## src/shared/msc_pkg.sv

```systemverilog
// Purpose: Constants and types for the module sideband control block
// Assumes: System clock of 25 MHz; 2-wire target behind the module select pin
// Notes on behaviour
// - Answer 2-wire transactions only while module select is held low.
// - Reset pin low past minimum pulse length restores all settings to defaults.
// - Reset completion raises interrupt with the not-ready flag cleared.
// - Power-up raises the reset-completion interrupt without any host reset.
// - Low-power select input limits the maximum power consumption.
// - Interrupt pin pulled low to report faults or critical conditions.
// - Interrupt pin is open-drain: pulled low or released only.
// - Seven low-speed control pins, including the two serial bus lines.

package msc_pkg;

    // ------------------------------------------------------------
    // Timing
    // ------------------------------------------------------------
    localparam int CLK_PERIOD_NS = 40;
    localparam int RESET_MIN_NS  = 10000;
    localparam int INIT_NS       = 4000;
    localparam int RESET_MIN_CYC = (RESET_MIN_NS + CLK_PERIOD_NS - 1) / CLK_PERIOD_NS;
    localparam int INIT_CYC      = (INIT_NS + CLK_PERIOD_NS - 1) / CLK_PERIOD_NS;
    localparam int CNT_W         = 12;

    // ------------------------------------------------------------
    // Serial target
    // ------------------------------------------------------------
    localparam logic [6:0] TARGET_ADDR = 7'h50;
    localparam logic [3:0] BITS_BYTE   = 4'h8;

    // ------------------------------------------------------------
    // Management memory
    // ------------------------------------------------------------
    localparam logic [7:0] MEM_STATUS   = 8'h00;
    localparam logic [7:0] MEM_CONTROL  = 8'h01;
    localparam int         ST_NOT_READY = 0;
    localparam int         ST_DONE      = 1;
    localparam int         ST_FAULT     = 2;
    localparam int         ST_LOW_POWER = 3;
    localparam int         CT_FORCE_LP  = 0;
    localparam logic [7:0] CONTROL_RST  = 8'h00;

    typedef enum logic [0:0] {MSC_INIT, MSC_READY} msc_life_type;

    typedef enum logic [2:0] {
        TW_IDLE, TW_ADDR, TW_ACK_ADDR, TW_WRITE, TW_ACK_WRITE, TW_READ, TW_ACK_READ
    } msc_twi_type;

endpackage

```

## src/core/msc_twi_target.sv

```systemverilog
// Purpose: 2-wire serial target with a byte pointer into the management memory
// Assumes: scl and sda already synchronised to clk; hold is same-clock logic
// Notes: Drives sda_oe only for acknowledge and read data bits
`timescale 1ns/10ps
`default_nettype none

module msc_twi_target
    import msc_pkg::*;
(
    // Clock and reset
    input  wire logic       clk,
    input  wire logic       rst_n,
    // Bus lines and gating
    input  wire logic       hold,
    input  wire logic       scl,
    input  wire logic       sda,
    output var  logic       sda_oe,
    // Memory access
    input  wire logic [7:0] rd_data,
    output var  logic [7:0] ptr,
    output var  logic       rd_take,
    output var  logic       wr_stb,
    output var  logic [7:0] wr_data
);

    msc_twi_type state;
    logic        scl_d;
    logic        sda_d;
    logic [3:0]  bit_cnt;
    logic [7:0]  shreg;
    logic        is_read;
    logic        first;
    logic        nack;
    logic        scl_rise;
    logic        scl_fall;
    logic        start_cond;
    logic        stop_cond;

    assign scl_rise   = scl & ~scl_d;
    assign scl_fall   = ~scl & scl_d;
    assign start_cond = scl & scl_d & sda_d & ~sda;
    assign stop_cond  = scl & scl_d & ~sda_d & sda;

    always_ff @(posedge clk or negedge rst_n) begin
        if (!rst_n) begin
            scl_d <= 1'b1;
            sda_d <= 1'b1;
        end else begin
            scl_d <= scl;
            sda_d <= sda;
        end
    end

    always_ff @(posedge clk or negedge rst_n) begin
        if (!rst_n) begin
            state   <= TW_IDLE;
            sda_oe  <= 1'b0;
            bit_cnt <= 4'h0;
            shreg   <= 8'h00;
            is_read <= 1'b0;
            first   <= 1'b0;
            nack    <= 1'b0;
            ptr     <= 8'h00;
            rd_take <= 1'b0;
            wr_stb  <= 1'b0;
            wr_data <= 8'h00;
        end else begin
            rd_take <= 1'b0;
            wr_stb  <= 1'b0;
            if (hold) begin
                state  <= TW_IDLE;
                sda_oe <= 1'b0;
            end else if (start_cond) begin
                state   <= TW_ADDR;
                sda_oe  <= 1'b0;
                bit_cnt <= 4'h0;
                first   <= 1'b1;
            end else if (stop_cond) begin
                state  <= TW_IDLE;
                sda_oe <= 1'b0;
            end else begin
                unique case (state)
                    TW_IDLE: begin
                        sda_oe <= 1'b0;
                    end
                    TW_ADDR, TW_WRITE: begin
                        if (scl_rise) begin
                            shreg   <= {shreg[6:0], sda};
                            bit_cnt <= bit_cnt + 4'h1;
                        end else if (scl_fall && bit_cnt == BITS_BYTE) begin
                            if (state == TW_ADDR) begin
                                if (shreg[7:1] == TARGET_ADDR) begin
                                    state   <= TW_ACK_ADDR;
                                    sda_oe  <= 1'b1;
                                    is_read <= shreg[0];
                                end else begin
                                    state <= TW_IDLE;
                                end
                            end else begin
                                state  <= TW_ACK_WRITE;
                                sda_oe <= 1'b1;
                                if (first) begin
                                    ptr <= shreg;
                                end else begin
                                    wr_stb  <= 1'b1;
                                    wr_data <= shreg;
                                end
                            end
                        end
                    end
                    TW_ACK_ADDR, TW_ACK_WRITE: begin
                        if (scl_fall) begin
                            bit_cnt <= 4'h0;
                            // Pointer byte itself does not advance the pointer
                            if (state == TW_ACK_WRITE) begin
                                first <= 1'b0;
                                if (!first) begin
                                    ptr <= ptr + 8'h01;
                                end
                            end
                            if (state == TW_ACK_ADDR && is_read) begin
                                state   <= TW_READ;
                                shreg   <= rd_data;
                                sda_oe  <= ~rd_data[7];
                                rd_take <= 1'b1;
                            end else begin
                                state  <= TW_WRITE;
                                sda_oe <= 1'b0;
                            end
                        end
                    end
                    TW_READ: begin
                        if (scl_rise) begin
                            bit_cnt <= bit_cnt + 4'h1;
                        end else if (scl_fall) begin
                            if (bit_cnt == BITS_BYTE) begin
                                state  <= TW_ACK_READ;
                                sda_oe <= 1'b0;
                                ptr    <= ptr + 8'h01;
                            end else begin
                                shreg  <= {shreg[6:0], 1'b0};
                                sda_oe <= ~shreg[6];
                            end
                        end
                    end
                    TW_ACK_READ: begin
                        if (scl_rise) begin
                            nack <= sda;
                        end else if (scl_fall) begin
                            bit_cnt <= 4'h0;
                            if (nack) begin
                                state <= TW_IDLE;
                            end else begin
                                state   <= TW_READ;
                                shreg   <= rd_data;
                                sda_oe  <= ~rd_data[7];
                                rd_take <= 1'b1;
                            end
                        end
                    end
                    default: begin
                        state  <= TW_IDLE;
                        sda_oe <= 1'b0;
                    end
                endcase
            end
        end
    end

    // ------------------------------------------------------------
    // Checks
    // ------------------------------------------------------------
    property p_hold_quiet;
        @(posedge clk) disable iff (!rst_n)
        hold |=> (state == TW_IDLE) && !sda_oe && !wr_stb;
    endproperty
    a_hold_quiet: assert property (p_hold_quiet)
        else $error("target active while deselected");

endmodule // msc_twi_target

`default_nettype wire

```

## src/core/msc_sideband.sv

```systemverilog
// Purpose: Sideband control pins of a pluggable transceiver module
// Assumes: All pins asynchronous to CLK_SYS; FAULT_EVENT and INIT logic on CLK_SYS
// Notes: Open-drain pins shown as output value plus output enable
`timescale 1ns/10ps
`default_nettype none

module msc_sideband
    import msc_pkg::*;
(
    // Clock and reset
    input  wire logic CLK_SYS,
    input  wire logic RST_N,
    // Host control pins
    input  wire logic MODULE_SELECT_N,
    input  wire logic MODULE_RESET_N,
    input  wire logic LOW_POWER_SELECT,
    // 2-wire serial bus
    input  wire logic SCL_IN,
    input  wire logic SDA_IN,
    output var  logic SDA_OUT,
    output var  logic SDA_OE,
    // Presence and interrupt pins
    output var  logic PRESENCE_N,
    output var  logic ALERT_OUT_N_OUT,
    output var  logic ALERT_OUT_N_OE,
    // Module-internal status and control
    input  wire logic FAULT_EVENT,
    output var  logic DATA_NOT_READY,
    output var  logic POWER_HIGH_EN,
    output var  logic SETTINGS_RESET
);

    // ------------------------------------------------------------
    // Pin synchronisers
    // ------------------------------------------------------------
    localparam int NSYNC = 5;

    logic [NSYNC-1:0] pin_raw;
    logic [NSYNC-1:0] sync1;
    logic [NSYNC-1:0] sync2;
    logic             sel_n_s;
    logic             mrst_n_s;
    logic             lp_s;
    logic             scl_s;
    logic             sda_s;

    assign pin_raw = {MODULE_SELECT_N, MODULE_RESET_N, LOW_POWER_SELECT, SCL_IN, SDA_IN};
    assign {sel_n_s, mrst_n_s, lp_s, scl_s, sda_s} = sync2;

    genvar gi;
    generate
        for (gi = 0; gi < NSYNC; gi = gi + 1) begin : g_sync
            always_ff @(posedge CLK_SYS or negedge RST_N) begin
                if (!RST_N) begin
                    sync1[gi] <= 1'b1;
                    sync2[gi] <= 1'b1;
                end else begin
                    sync1[gi] <= pin_raw[gi];
                    sync2[gi] <= sync1[gi];
                end
            end
        end
    endgenerate

    // ------------------------------------------------------------
    // Reset pulse qualification and initialisation
    // ------------------------------------------------------------
    msc_life_type     state;
    logic [CNT_W-1:0] rst_cnt;
    logic [CNT_W-1:0] init_cnt;
    logic             soft_rst;
    logic             init_end;

    assign soft_rst = !mrst_n_s && (rst_cnt == CNT_W'(RESET_MIN_CYC - 1));
    assign init_end = (state == MSC_INIT) && (init_cnt == CNT_W'(INIT_CYC - 1));

    always_ff @(posedge CLK_SYS or negedge RST_N) begin
        if (!RST_N) begin
            rst_cnt <= '0;
        end else if (mrst_n_s) begin
            rst_cnt <= '0;
        end else if (rst_cnt != CNT_W'(RESET_MIN_CYC - 1)) begin
            rst_cnt <= rst_cnt + CNT_W'(1);
        end
    end

    // Power-up starts in INIT so completion is posted unprompted
    always_ff @(posedge CLK_SYS or negedge RST_N) begin
        if (!RST_N) begin
            state    <= MSC_INIT;
            init_cnt <= '0;
        end else if (soft_rst) begin
            state    <= MSC_INIT;
            init_cnt <= '0;
        end else if (init_end) begin
            state <= MSC_READY;
        end else if (state == MSC_INIT) begin
            init_cnt <= init_cnt + CNT_W'(1);
        end
    end

    // ------------------------------------------------------------
    // Serial target and management memory
    // ------------------------------------------------------------
    logic       twi_oe;
    logic [7:0] ptr;
    logic       rd_take;
    logic       wr_stb;
    logic [7:0] wr_data;
    logic [7:0] control;
    logic       done_flag;
    logic       fault_flag;
    logic       status_read;

    function automatic logic [7:0] mem_read(input logic [7:0] a, input logic [7:0] st,
                                            input logic [7:0] ct);
        if (a == MEM_STATUS) begin
            return st;
        end else if (a == MEM_CONTROL) begin
            return ct;
        end else begin
            return 8'h00;
        end
    endfunction

    logic [7:0] status_byte;
    always_comb begin
        status_byte               = 8'h00;
        status_byte[ST_NOT_READY] = DATA_NOT_READY;
        status_byte[ST_DONE]      = done_flag;
        status_byte[ST_FAULT]     = fault_flag;
        status_byte[ST_LOW_POWER] = ~POWER_HIGH_EN;
    end

    msc_twi_target u_twi (
        .clk     (CLK_SYS),
        .rst_n   (RST_N),
        .hold    (sel_n_s),
        .scl     (scl_s),
        .sda     (sda_s),
        .sda_oe  (twi_oe),
        .rd_data (mem_read(ptr, status_byte, control)),
        .ptr     (ptr),
        .rd_take (rd_take),
        .wr_stb  (wr_stb),
        .wr_data (wr_data)
    );

    assign status_read = rd_take && (ptr == MEM_STATUS);

    always_ff @(posedge CLK_SYS or negedge RST_N) begin
        if (!RST_N) begin
            control <= CONTROL_RST;
        end else if (soft_rst) begin
            control <= CONTROL_RST;
        end else if (wr_stb && ptr == MEM_CONTROL) begin
            control <= wr_data;
        end
    end

    // Flags: a setting event wins over a clearing status read
    always_ff @(posedge CLK_SYS or negedge RST_N) begin
        if (!RST_N) begin
            done_flag  <= 1'b0;
            fault_flag <= 1'b0;
        end else begin
            if (soft_rst) begin
                done_flag <= 1'b0;
            end else if (init_end) begin
                done_flag <= 1'b1;
            end else if (status_read) begin
                done_flag <= 1'b0;
            end
            if (soft_rst) begin
                fault_flag <= 1'b0;
            end else if (FAULT_EVENT) begin
                fault_flag <= 1'b1;
            end else if (status_read) begin
                fault_flag <= 1'b0;
            end
        end
    end

    // ------------------------------------------------------------
    // Pin and status outputs
    // ------------------------------------------------------------
    always_ff @(posedge CLK_SYS or negedge RST_N) begin
        if (!RST_N) begin
            DATA_NOT_READY <= 1'b1;
        end else if (soft_rst) begin
            DATA_NOT_READY <= 1'b1;
        end else if (init_end) begin
            DATA_NOT_READY <= 1'b0;
        end
    end

    always_ff @(posedge CLK_SYS or negedge RST_N) begin
        if (!RST_N) begin
            SDA_OUT         <= 1'b0;
            SDA_OE          <= 1'b0;
            PRESENCE_N      <= 1'b0;
            ALERT_OUT_N_OUT <= 1'b0;
            ALERT_OUT_N_OE  <= 1'b0;
            POWER_HIGH_EN   <= 1'b0;
            SETTINGS_RESET  <= 1'b1;
        end else begin
            SDA_OUT         <= 1'b0;
            SDA_OE          <= twi_oe & ~sel_n_s;
            PRESENCE_N      <= 1'b0;
            ALERT_OUT_N_OUT <= 1'b0;
            ALERT_OUT_N_OE  <= (state == MSC_READY) && (done_flag || fault_flag);
            POWER_HIGH_EN   <= !lp_s && !control[CT_FORCE_LP] && (state == MSC_READY);
            SETTINGS_RESET  <= (state == MSC_INIT);
        end
    end

    // ------------------------------------------------------------
    // Checks
    // ------------------------------------------------------------
    property p_sel_quiet;
        @(posedge CLK_SYS) disable iff (!RST_N)
        sel_n_s |=> !SDA_OE;
    endproperty
    a_sel_quiet: assert property (p_sel_quiet)
        else $error("data line driven while deselected");

    property p_reset_restart;
        @(posedge CLK_SYS) disable iff (!RST_N)
        soft_rst |=> (state == MSC_INIT) && DATA_NOT_READY && (control == CONTROL_RST);
    endproperty
    a_reset_restart: assert property (p_reset_restart)
        else $error("long reset pulse did not restore defaults");

    property p_short_pulse;
        @(posedge CLK_SYS) disable iff (!RST_N)
        (state == MSC_READY && $rose(mrst_n_s)) |-> $past(state) == MSC_READY;
    endproperty
    a_short_pulse: assert property (p_short_pulse)
        else $error("reset state left unexpectedly");

    property p_done_alert;
        @(posedge CLK_SYS) disable iff (!RST_N)
        (init_end && !FAULT_EVENT) |=> !DATA_NOT_READY ##1 (ALERT_OUT_N_OE || !done_flag);
    endproperty
    a_done_alert: assert property (p_done_alert)
        else $error("reset completion not posted");

    property p_init_quiet;
        @(posedge CLK_SYS) disable iff (!RST_N)
        (state == MSC_INIT) |-> DATA_NOT_READY ##1 !ALERT_OUT_N_OE;
    endproperty
    a_init_quiet: assert property (p_init_quiet)
        else $error("interrupt or ready shown during initialisation");

    property p_low_power;
        @(posedge CLK_SYS) disable iff (!RST_N)
        lp_s |=> !POWER_HIGH_EN;
    endproperty
    a_low_power: assert property (p_low_power)
        else $error("high power allowed in low-power mode");

    property p_fault_alert;
        @(posedge CLK_SYS) disable iff (!RST_N)
        (FAULT_EVENT && state == MSC_READY && !soft_rst) |=> ##1 ALERT_OUT_N_OE;
    endproperty
    a_fault_alert: assert property (p_fault_alert)
        else $error("fault did not pull interrupt low");

    property p_open_drain;
        @(posedge CLK_SYS) disable iff (!RST_N)
        !ALERT_OUT_N_OUT && !SDA_OUT;
    endproperty
    a_open_drain: assert property (p_open_drain)
        else $error("open-drain pin driven high");

endmodule // msc_sideband

`default_nettype wire

```

## config.mk

```make
export PLATFORM = sky130hd
export DESIGN_NAME = msc_sideband
export DESIGN_NICKNAME = d
export VERILOG_FILES = /design/src/shared/msc_pkg.sv /design/src/core/msc_twi_target.sv /design/src/core/msc_sideband.sv
export SDC_FILE = /design/constraint.sdc
export NUM_CORES = 1
export LEC_CHECK = 0
export BUFFER_PORTS_ARGS = -buffer_cell sky130_fd_sc_hd__buf_2
export CORE_UTILIZATION = 35
export CTS_BUF_LIST = sky130_fd_sc_hd__clkbuf_8
export CTS_CLUSTER_SIZE = 8
export DETAILED_ROUTE_END_ITERATION = 12
export GPL_TIMING_DRIVEN = 0
export PLACE_DENSITY_LB_ADDON = 0.3
export SLEW_MARGIN = 30
export SYNTH_ARGS = -nofsm -noshare
export SYNTH_HDL_FRONTEND = slang
export SYNTH_SLANG_ARGS = --single-unit
```

## constraint.sdc

```tcl
create_clock -name CLK_SYS -period 2.6 [get_ports CLK_SYS]
set_clock_uncertainty 0.2 [all_clocks]
set_input_delay 0.52 -clock CLK_SYS [delete_from_list [all_inputs] [get_ports CLK_SYS]]
set_output_delay 0.52 -clock CLK_SYS [all_outputs]
set_load 0.01 [all_outputs]
```

* Word level (Yosys, flattened, before mapping)
Cells that the tools add are included.
** Word-level totals
- Flip-flop bits (word level) :: 89
- Input bits :: 8
- Output and inout port bits :: 8
- Word-level logic and storage cells :: 242
** Cells by class
- $add $sub $neg :: 4
- Eq/ne operators :: 44
- Muxes and demuxes :: 99
- Bitwise operators :: 22
- Reduce and logical (&&, ||, !) cells :: 39
** Operator list (number)
- $mux 8 :: 23
- $mux 12 :: 5
- $mux 1 :: 45
- $mux 3 :: 14
- $pmux 8 s4 :: 1
- $ne 5x2->1 const B :: 5
- $add 12x1->12 const B :: 2
- $pmux 8 s3 :: 1
- $ne 2x1->1 const B :: 11
- $mux 4 :: 5
- $ne 5x5->1 const B :: 4
- $reduce_and 9->1 :: 2
- $ne 2x2->1 const B :: 8
- $reduce_and 8->1 :: 2
- $pmux 3 s5 :: 1
- $reduce_and 5->1 :: 3
- $not 1->1 :: 14
- $reduce_and 14->1 :: 1
- $reduce_and 13->1 :: 1
- $eq 12x7->1 const B :: 1
- $eq 12x8->1 const B :: 1
- $ne 12x8->1 const B :: 1
- $pmux 4 s3 :: 1
- $reduce_bool 2->1 :: 6
- other kinds (26) :: 50

* Depth between registers and ports, before layout
- Depth after elaboration :: 11
- Depth in mapped cells :: 9
- Mapped depth without buffers :: 7

* Hierarchy
A second synthesis with hierarchy kept.
** Second synthesis, totals
- Cells, all modules :: 445
- Area total of the unflattened synthesis :: 4560.6 µm²
** By module, submodules not included
- msc_sideband :: instances 1, cells each 202, area an instance 2287.2 µm², seq. area each 1266.2 µm²
- msc_twi_target :: instances 1, cells each 243, area an instance 2273.4 µm², seq. area each 978.4 µm²

* Worst setup path before layout
Ideal clock, no wire load.
- Path type :: register to register
- Start point :: register u_twi.bit_cnt[0]
- End point :: register u_twi.shreg[0]
- Library setup time :: 125 ps
- Arrival time :: 1898 ps
- Required time :: 2275 ps
- Path slack :: 377 ps
- Stages on the path, launching flop included :: 9
- Buffers on the path :: 1
- Period minus slack after synthesis :: 2223 ps
- Cell sequence :: dfrtp_1 -> inv_1 -> ha_1 -> and3b_1 -> buf_2 -> o22ai_1 -> nand2_1 -> a221oi_4 -> mux2_2
** Between the ends
- Word-level cells in the longest chain between the ends :: 3
** RTL lines
- start: declaration :: RTL line msc_twi_target.sv:29 : logic [3:0] bit_cnt;
- start signal: assignment :: RTL line msc_twi_target.sv:89 : bit_cnt <= bit_cnt + 4'h1;
- start signal: assignment :: RTL line msc_twi_target.sv:134 : bit_cnt <= bit_cnt + 4'h1;
- $eq 4x4->1 :: RTL line msc_twi_target.sv:136 : if (bit_cnt == BITS_BYTE) begin
- $ne 2x2->1 (no line)
- $reduce_and 13->1 (no line)
- end signal: assignment :: RTL line msc_twi_target.sv:123 : shreg <= rd_data;
- end signal: assignment :: RTL line msc_twi_target.sv:141 : shreg <= {shreg[6:0], 1'b0};
- end signal: assignment :: RTL line msc_twi_target.sv:155 : shreg <= rd_data;
- end: declaration :: RTL line msc_twi_target.sv:30 : logic [7:0] shreg;
Every way passes these cells.
A chain may end at the register's enable or synchronous reset.

* Worst setup path after layout
- Start point :: register u_twi.state[0]
- End point :: register u_twi.ptr[5]
** Between the ends
- Word-level cells in the longest chain between the ends :: 4
- Elaborated cells on any way between the ends :: 20
- Classes of those cells :: eq/ne (15); mux (1); reduce/logical (4)
** RTL lines
- start: declaration :: RTL line msc_twi_target.sv:26 : msc_twi_type state;
- start signal: assignment :: RTL line msc_twi_target.sv:56 : state <= TW_IDLE;
- start signal: assignment :: RTL line msc_twi_target.sv:71 : state <= TW_IDLE;
- start signal: assignment :: RTL line msc_twi_target.sv:74 : state <= TW_ADDR;
- $eq 3x2->1 (tied with other cells) :: RTL line msc_twi_target.sv:82 : unique case (state)
- $reduce_or 2->1 :: RTL line msc_twi_target.sv:82
- $ne 2x2->1 (no line) (tied with other cells)
- $reduce_and 14->1 (no line)
- end signal: assignment :: RTL line msc_twi_target.sv:103 : ptr <= shreg;
- end signal: assignment :: RTL line msc_twi_target.sv:118 : ptr <= ptr + 8'h01;
- end signal: assignment :: RTL line msc_twi_target.sv:139 : ptr <= ptr + 8'h01;
- end: declaration :: RTL line msc_twi_target.sv:20 : output var logic [7:0] ptr,
Parallel ways exist; a longest one is shown, timed or not.

==> metrics.txt <==
status=complete, no violations; Area Overhead vs Synth=12.98%; Avg Cell Area, Syn=10.36 sq um; H-Tree Depth=3; final WL=9274 um; leakage power=2.117 nW; clock network latency to the later pin of the worst-skew pair=between 0.3 and 0.4 ns; first-pass GRT wire length=16170 um; Worst setup SP type=flip-flop; Inserted Clock Buffers=9; RSZ-0062 raised after global routing=false; Max Cap Viol=0; Initial Util=0.3638; CTS tree=built; drt pass-1 iters=4; CP Max Fanout=10; CP required=2.65 ns; Warnings, synthesis=0; cell area after placement=0.004755 sq mm; Tightest Hold Check Type=input pin to flip-flop; RD Place Congestion=0.8833; Worst Reg-to-Reg Cells=7; GR Overflow Total=0; Max Fclk=403.7 MHz; Worst Hold Slack=0.03670 ns; Post-synth EDFFs=0; Placed Instances=roughly 600; worst vdd ir=0.0004272 V; DRT antenna net count=0; IO Pins=16; starting DRC count in detailed routing=224; final worst slack=0.1232 ns; Final Max Tran Viols=0; post-synthesis sequential area ratio=0.5052; Clk Tree Root Cell=clkbuf_8; final hold violations=0; Worst-path clk slew=0.10 ns; Yosys top cell area share=0.4224; Synth Register Bits=between 80 and 90; Period minus WS final=2.477 ns; Tot Pwr=2.749 mW; die area=0.01315 sq mm; non-filler cells, final=between 600 and 700; Via density=5.076; IO Port Bufs=12; GRT Util Overall=0.1591; Final #Nets=476; DPL Wire Length=6335 um; most frequent cells in the layout=75 x dfrtp_1, 47 x nor2_1, 30 x nand2_1, 29 x a21oi_1, 21 x o21ai_0; Die Y-Extent=114.7 um; Post-synth ARST share=1.000; synth top area cells=dfrtp_1 42%, dfstp_2 8.3%, mux2_2 5.1%; biggest area consumer among synthesized cells=dfrtp_1; # DRC=0; layout cells sized above 1=0.1849; initial antenna violation count=0; post-layout util=0.4111; final instance area=between 0.005 and 0.006 sq mm; cell area after synthesis=0.004443 sq mm; Die Wd=114.7 um; Crit. End Element=flip-flop; Core ar.=0.01221 sq mm; pin count of the biggest net entering global routing=57; Syn Inst Count=429; per-cell routed wire length=14.65 um; ANT cells=0; synth unique cells=58; final setup TNS=0 ns; Most used DFF post-synth=dfrtp_1; hold path depth=1; Worst-Margin Slew=0.7995 ns; final setup fails=0; Setup Crit Path Kind=flip-flop to flip-flop; via count=about 3200; most common cell after layout, fill and taps aside=dfrtp_1; Pwr Density=547.6 mW/mm^2; pre-CTS WS=0.02270 ns; Slew headroom=0.4634; Worst Path Arrival=roughly 2.5 ns; Max Root-Sink Buffers=2; Tcrit/Tclk final=0.9526; Cell Rows=40; vias in the first global route=about 3300; CTS Sinks=89
## where the power goes
part           switching, mW  internal, mW
registers             0.0852          1.46
clock network          0.523         0.444
logic                  0.142        0.0982
## critical path: stages (launching register included)
cell      delay [ns]
dfrtp_1         0.37
clkbuf_1        0.18
nand2b_1        0.28
o21ai_1         0.67
buf_2           0.35
nand2_1         0.07
a21oi_1         0.17
a21oi_1         0.06
## Yosys cell counts (2+ instances only)
| cell | count |
|---|---|
| o21ai_1 | 3 |
| buf_4 | 3 |
| a21oi_1 | 29 |
| dfstp_2 | 14 |
| and3_1 | 5 |
| nand2b_1 | 12 |
| xor2_1 | 12 |
| and2_1 | 2 |
| xnor2_1 | 7 |
| o32ai_1 | 2 |
| o221ai_1 | 2 |
| and4_1 | 3 |
| o211ai_1 | 2 |
| a211oi_1 | 2 |
| o22ai_1 | 6 |
| or4_1 | 3 |
| nor4_1 | 2 |
| mux2i_1 | 13 |
| o31ai_1 | 6 |
| nor2b_1 | 7 |
| o21ai_0 | 21 |
| a22oi_1 | 2 |
| a22o_1 | 3 |
| dfrtp_1 | 75 |
| nand4_1 | 3 |
| and3b_1 | 2 |
| nor2_1 | 47 |
| nand2_1 | 30 |
| nor3_1 | 7 |
| ha_1 | 8 |
| clkbuf_1 | 4 |
| inv_1 | 13 |
| nand3_1 | 16 |
| a41oi_1 | 2 |
| or3_1 | 4 |
| buf_6 | 2 |
| a31oi_1 | 6 |
| nor4bb_1 | 2 |
| buf_2 | 9 |
| mux2_2 | 20 |
## timing repair
action                                  in CTS  in global routing
hold buffers                                 1                  2
endpoints found under the hold margin       28                  2
buffers inserted                             0                  2
endpoints found under the setup margin       0                 16
resized for setup                            0                  0
## metal layers
metal | wire length [um] | part of all wire | global-route usage | vias to the layer above
li1 | - | - | - | 1585
met1 | 4523 | 0.49 | 0.2205 | 1544
met2 | 4157 | 0.45 | 0.2424 | 73
met3 | 442 | 0.048 | 0.04076 | 11
met4 | 150 | 0.016 | 0.05281 | 0
met5 | 0 | 0 | 0 | -
## final cells by class
type / instances / area, sq um
Timing Repair Buffer: 18 / 163.9
Multi-Input combinational cell: 310 / 2048
Buffer: 19 / 108.9
Tap cell: 168 / 210.2
Sequential cell: 89 / 2245
Fill cell: 1204 / 7192
Inverter: 13 / 48.80
Clock inverter: 7 / 71.32
Clock buffer: 9 / 123.9
## kinds of logic (layout without fill, tap and decap cells)
family	Yosys count	in the layout	share of synthesized area
other cells	1	3	0.0008440
fa+ha+maj	8	8	0.02253
xor+xnor	19	19	0.03745
mux	33	33	0.07998
flops	89	89	0.5052
buf+inv	32	66	0.03548
simple gates	152	152	0.1783
compound gates	95	95	0.1402
## registers in the layout, indices dropped and copies added (netlist names), 3 cells and up
signal / cells
init_cnt: 12
rst_cnt: 12
control: 8
u_twi.ptr: 8
u_twi.shreg: 8
u_twi.wr_data: 8
sync1: 5
u_twi.bit_cnt: 4
u_twi.state: 3
## worst paths after layout
path                                startpoint            to  slack [ns]
worst max-delay path            u_twi.state[0]  u_twi.ptr[5]        0.12
worst min-delay path                    SCL_IN      sync1[1]        0.04
worst max register to register  u_twi.state[0]  u_twi.ptr[5]        0.12
worst min register to register        sync1[0]         sda_s        0.16
max in group asynchronous                RST_N   u_twi.sda_d        1.19
min in group asynchronous                RST_N   rst_cnt[10]        0.39
(Power assumes the default switching activity.)
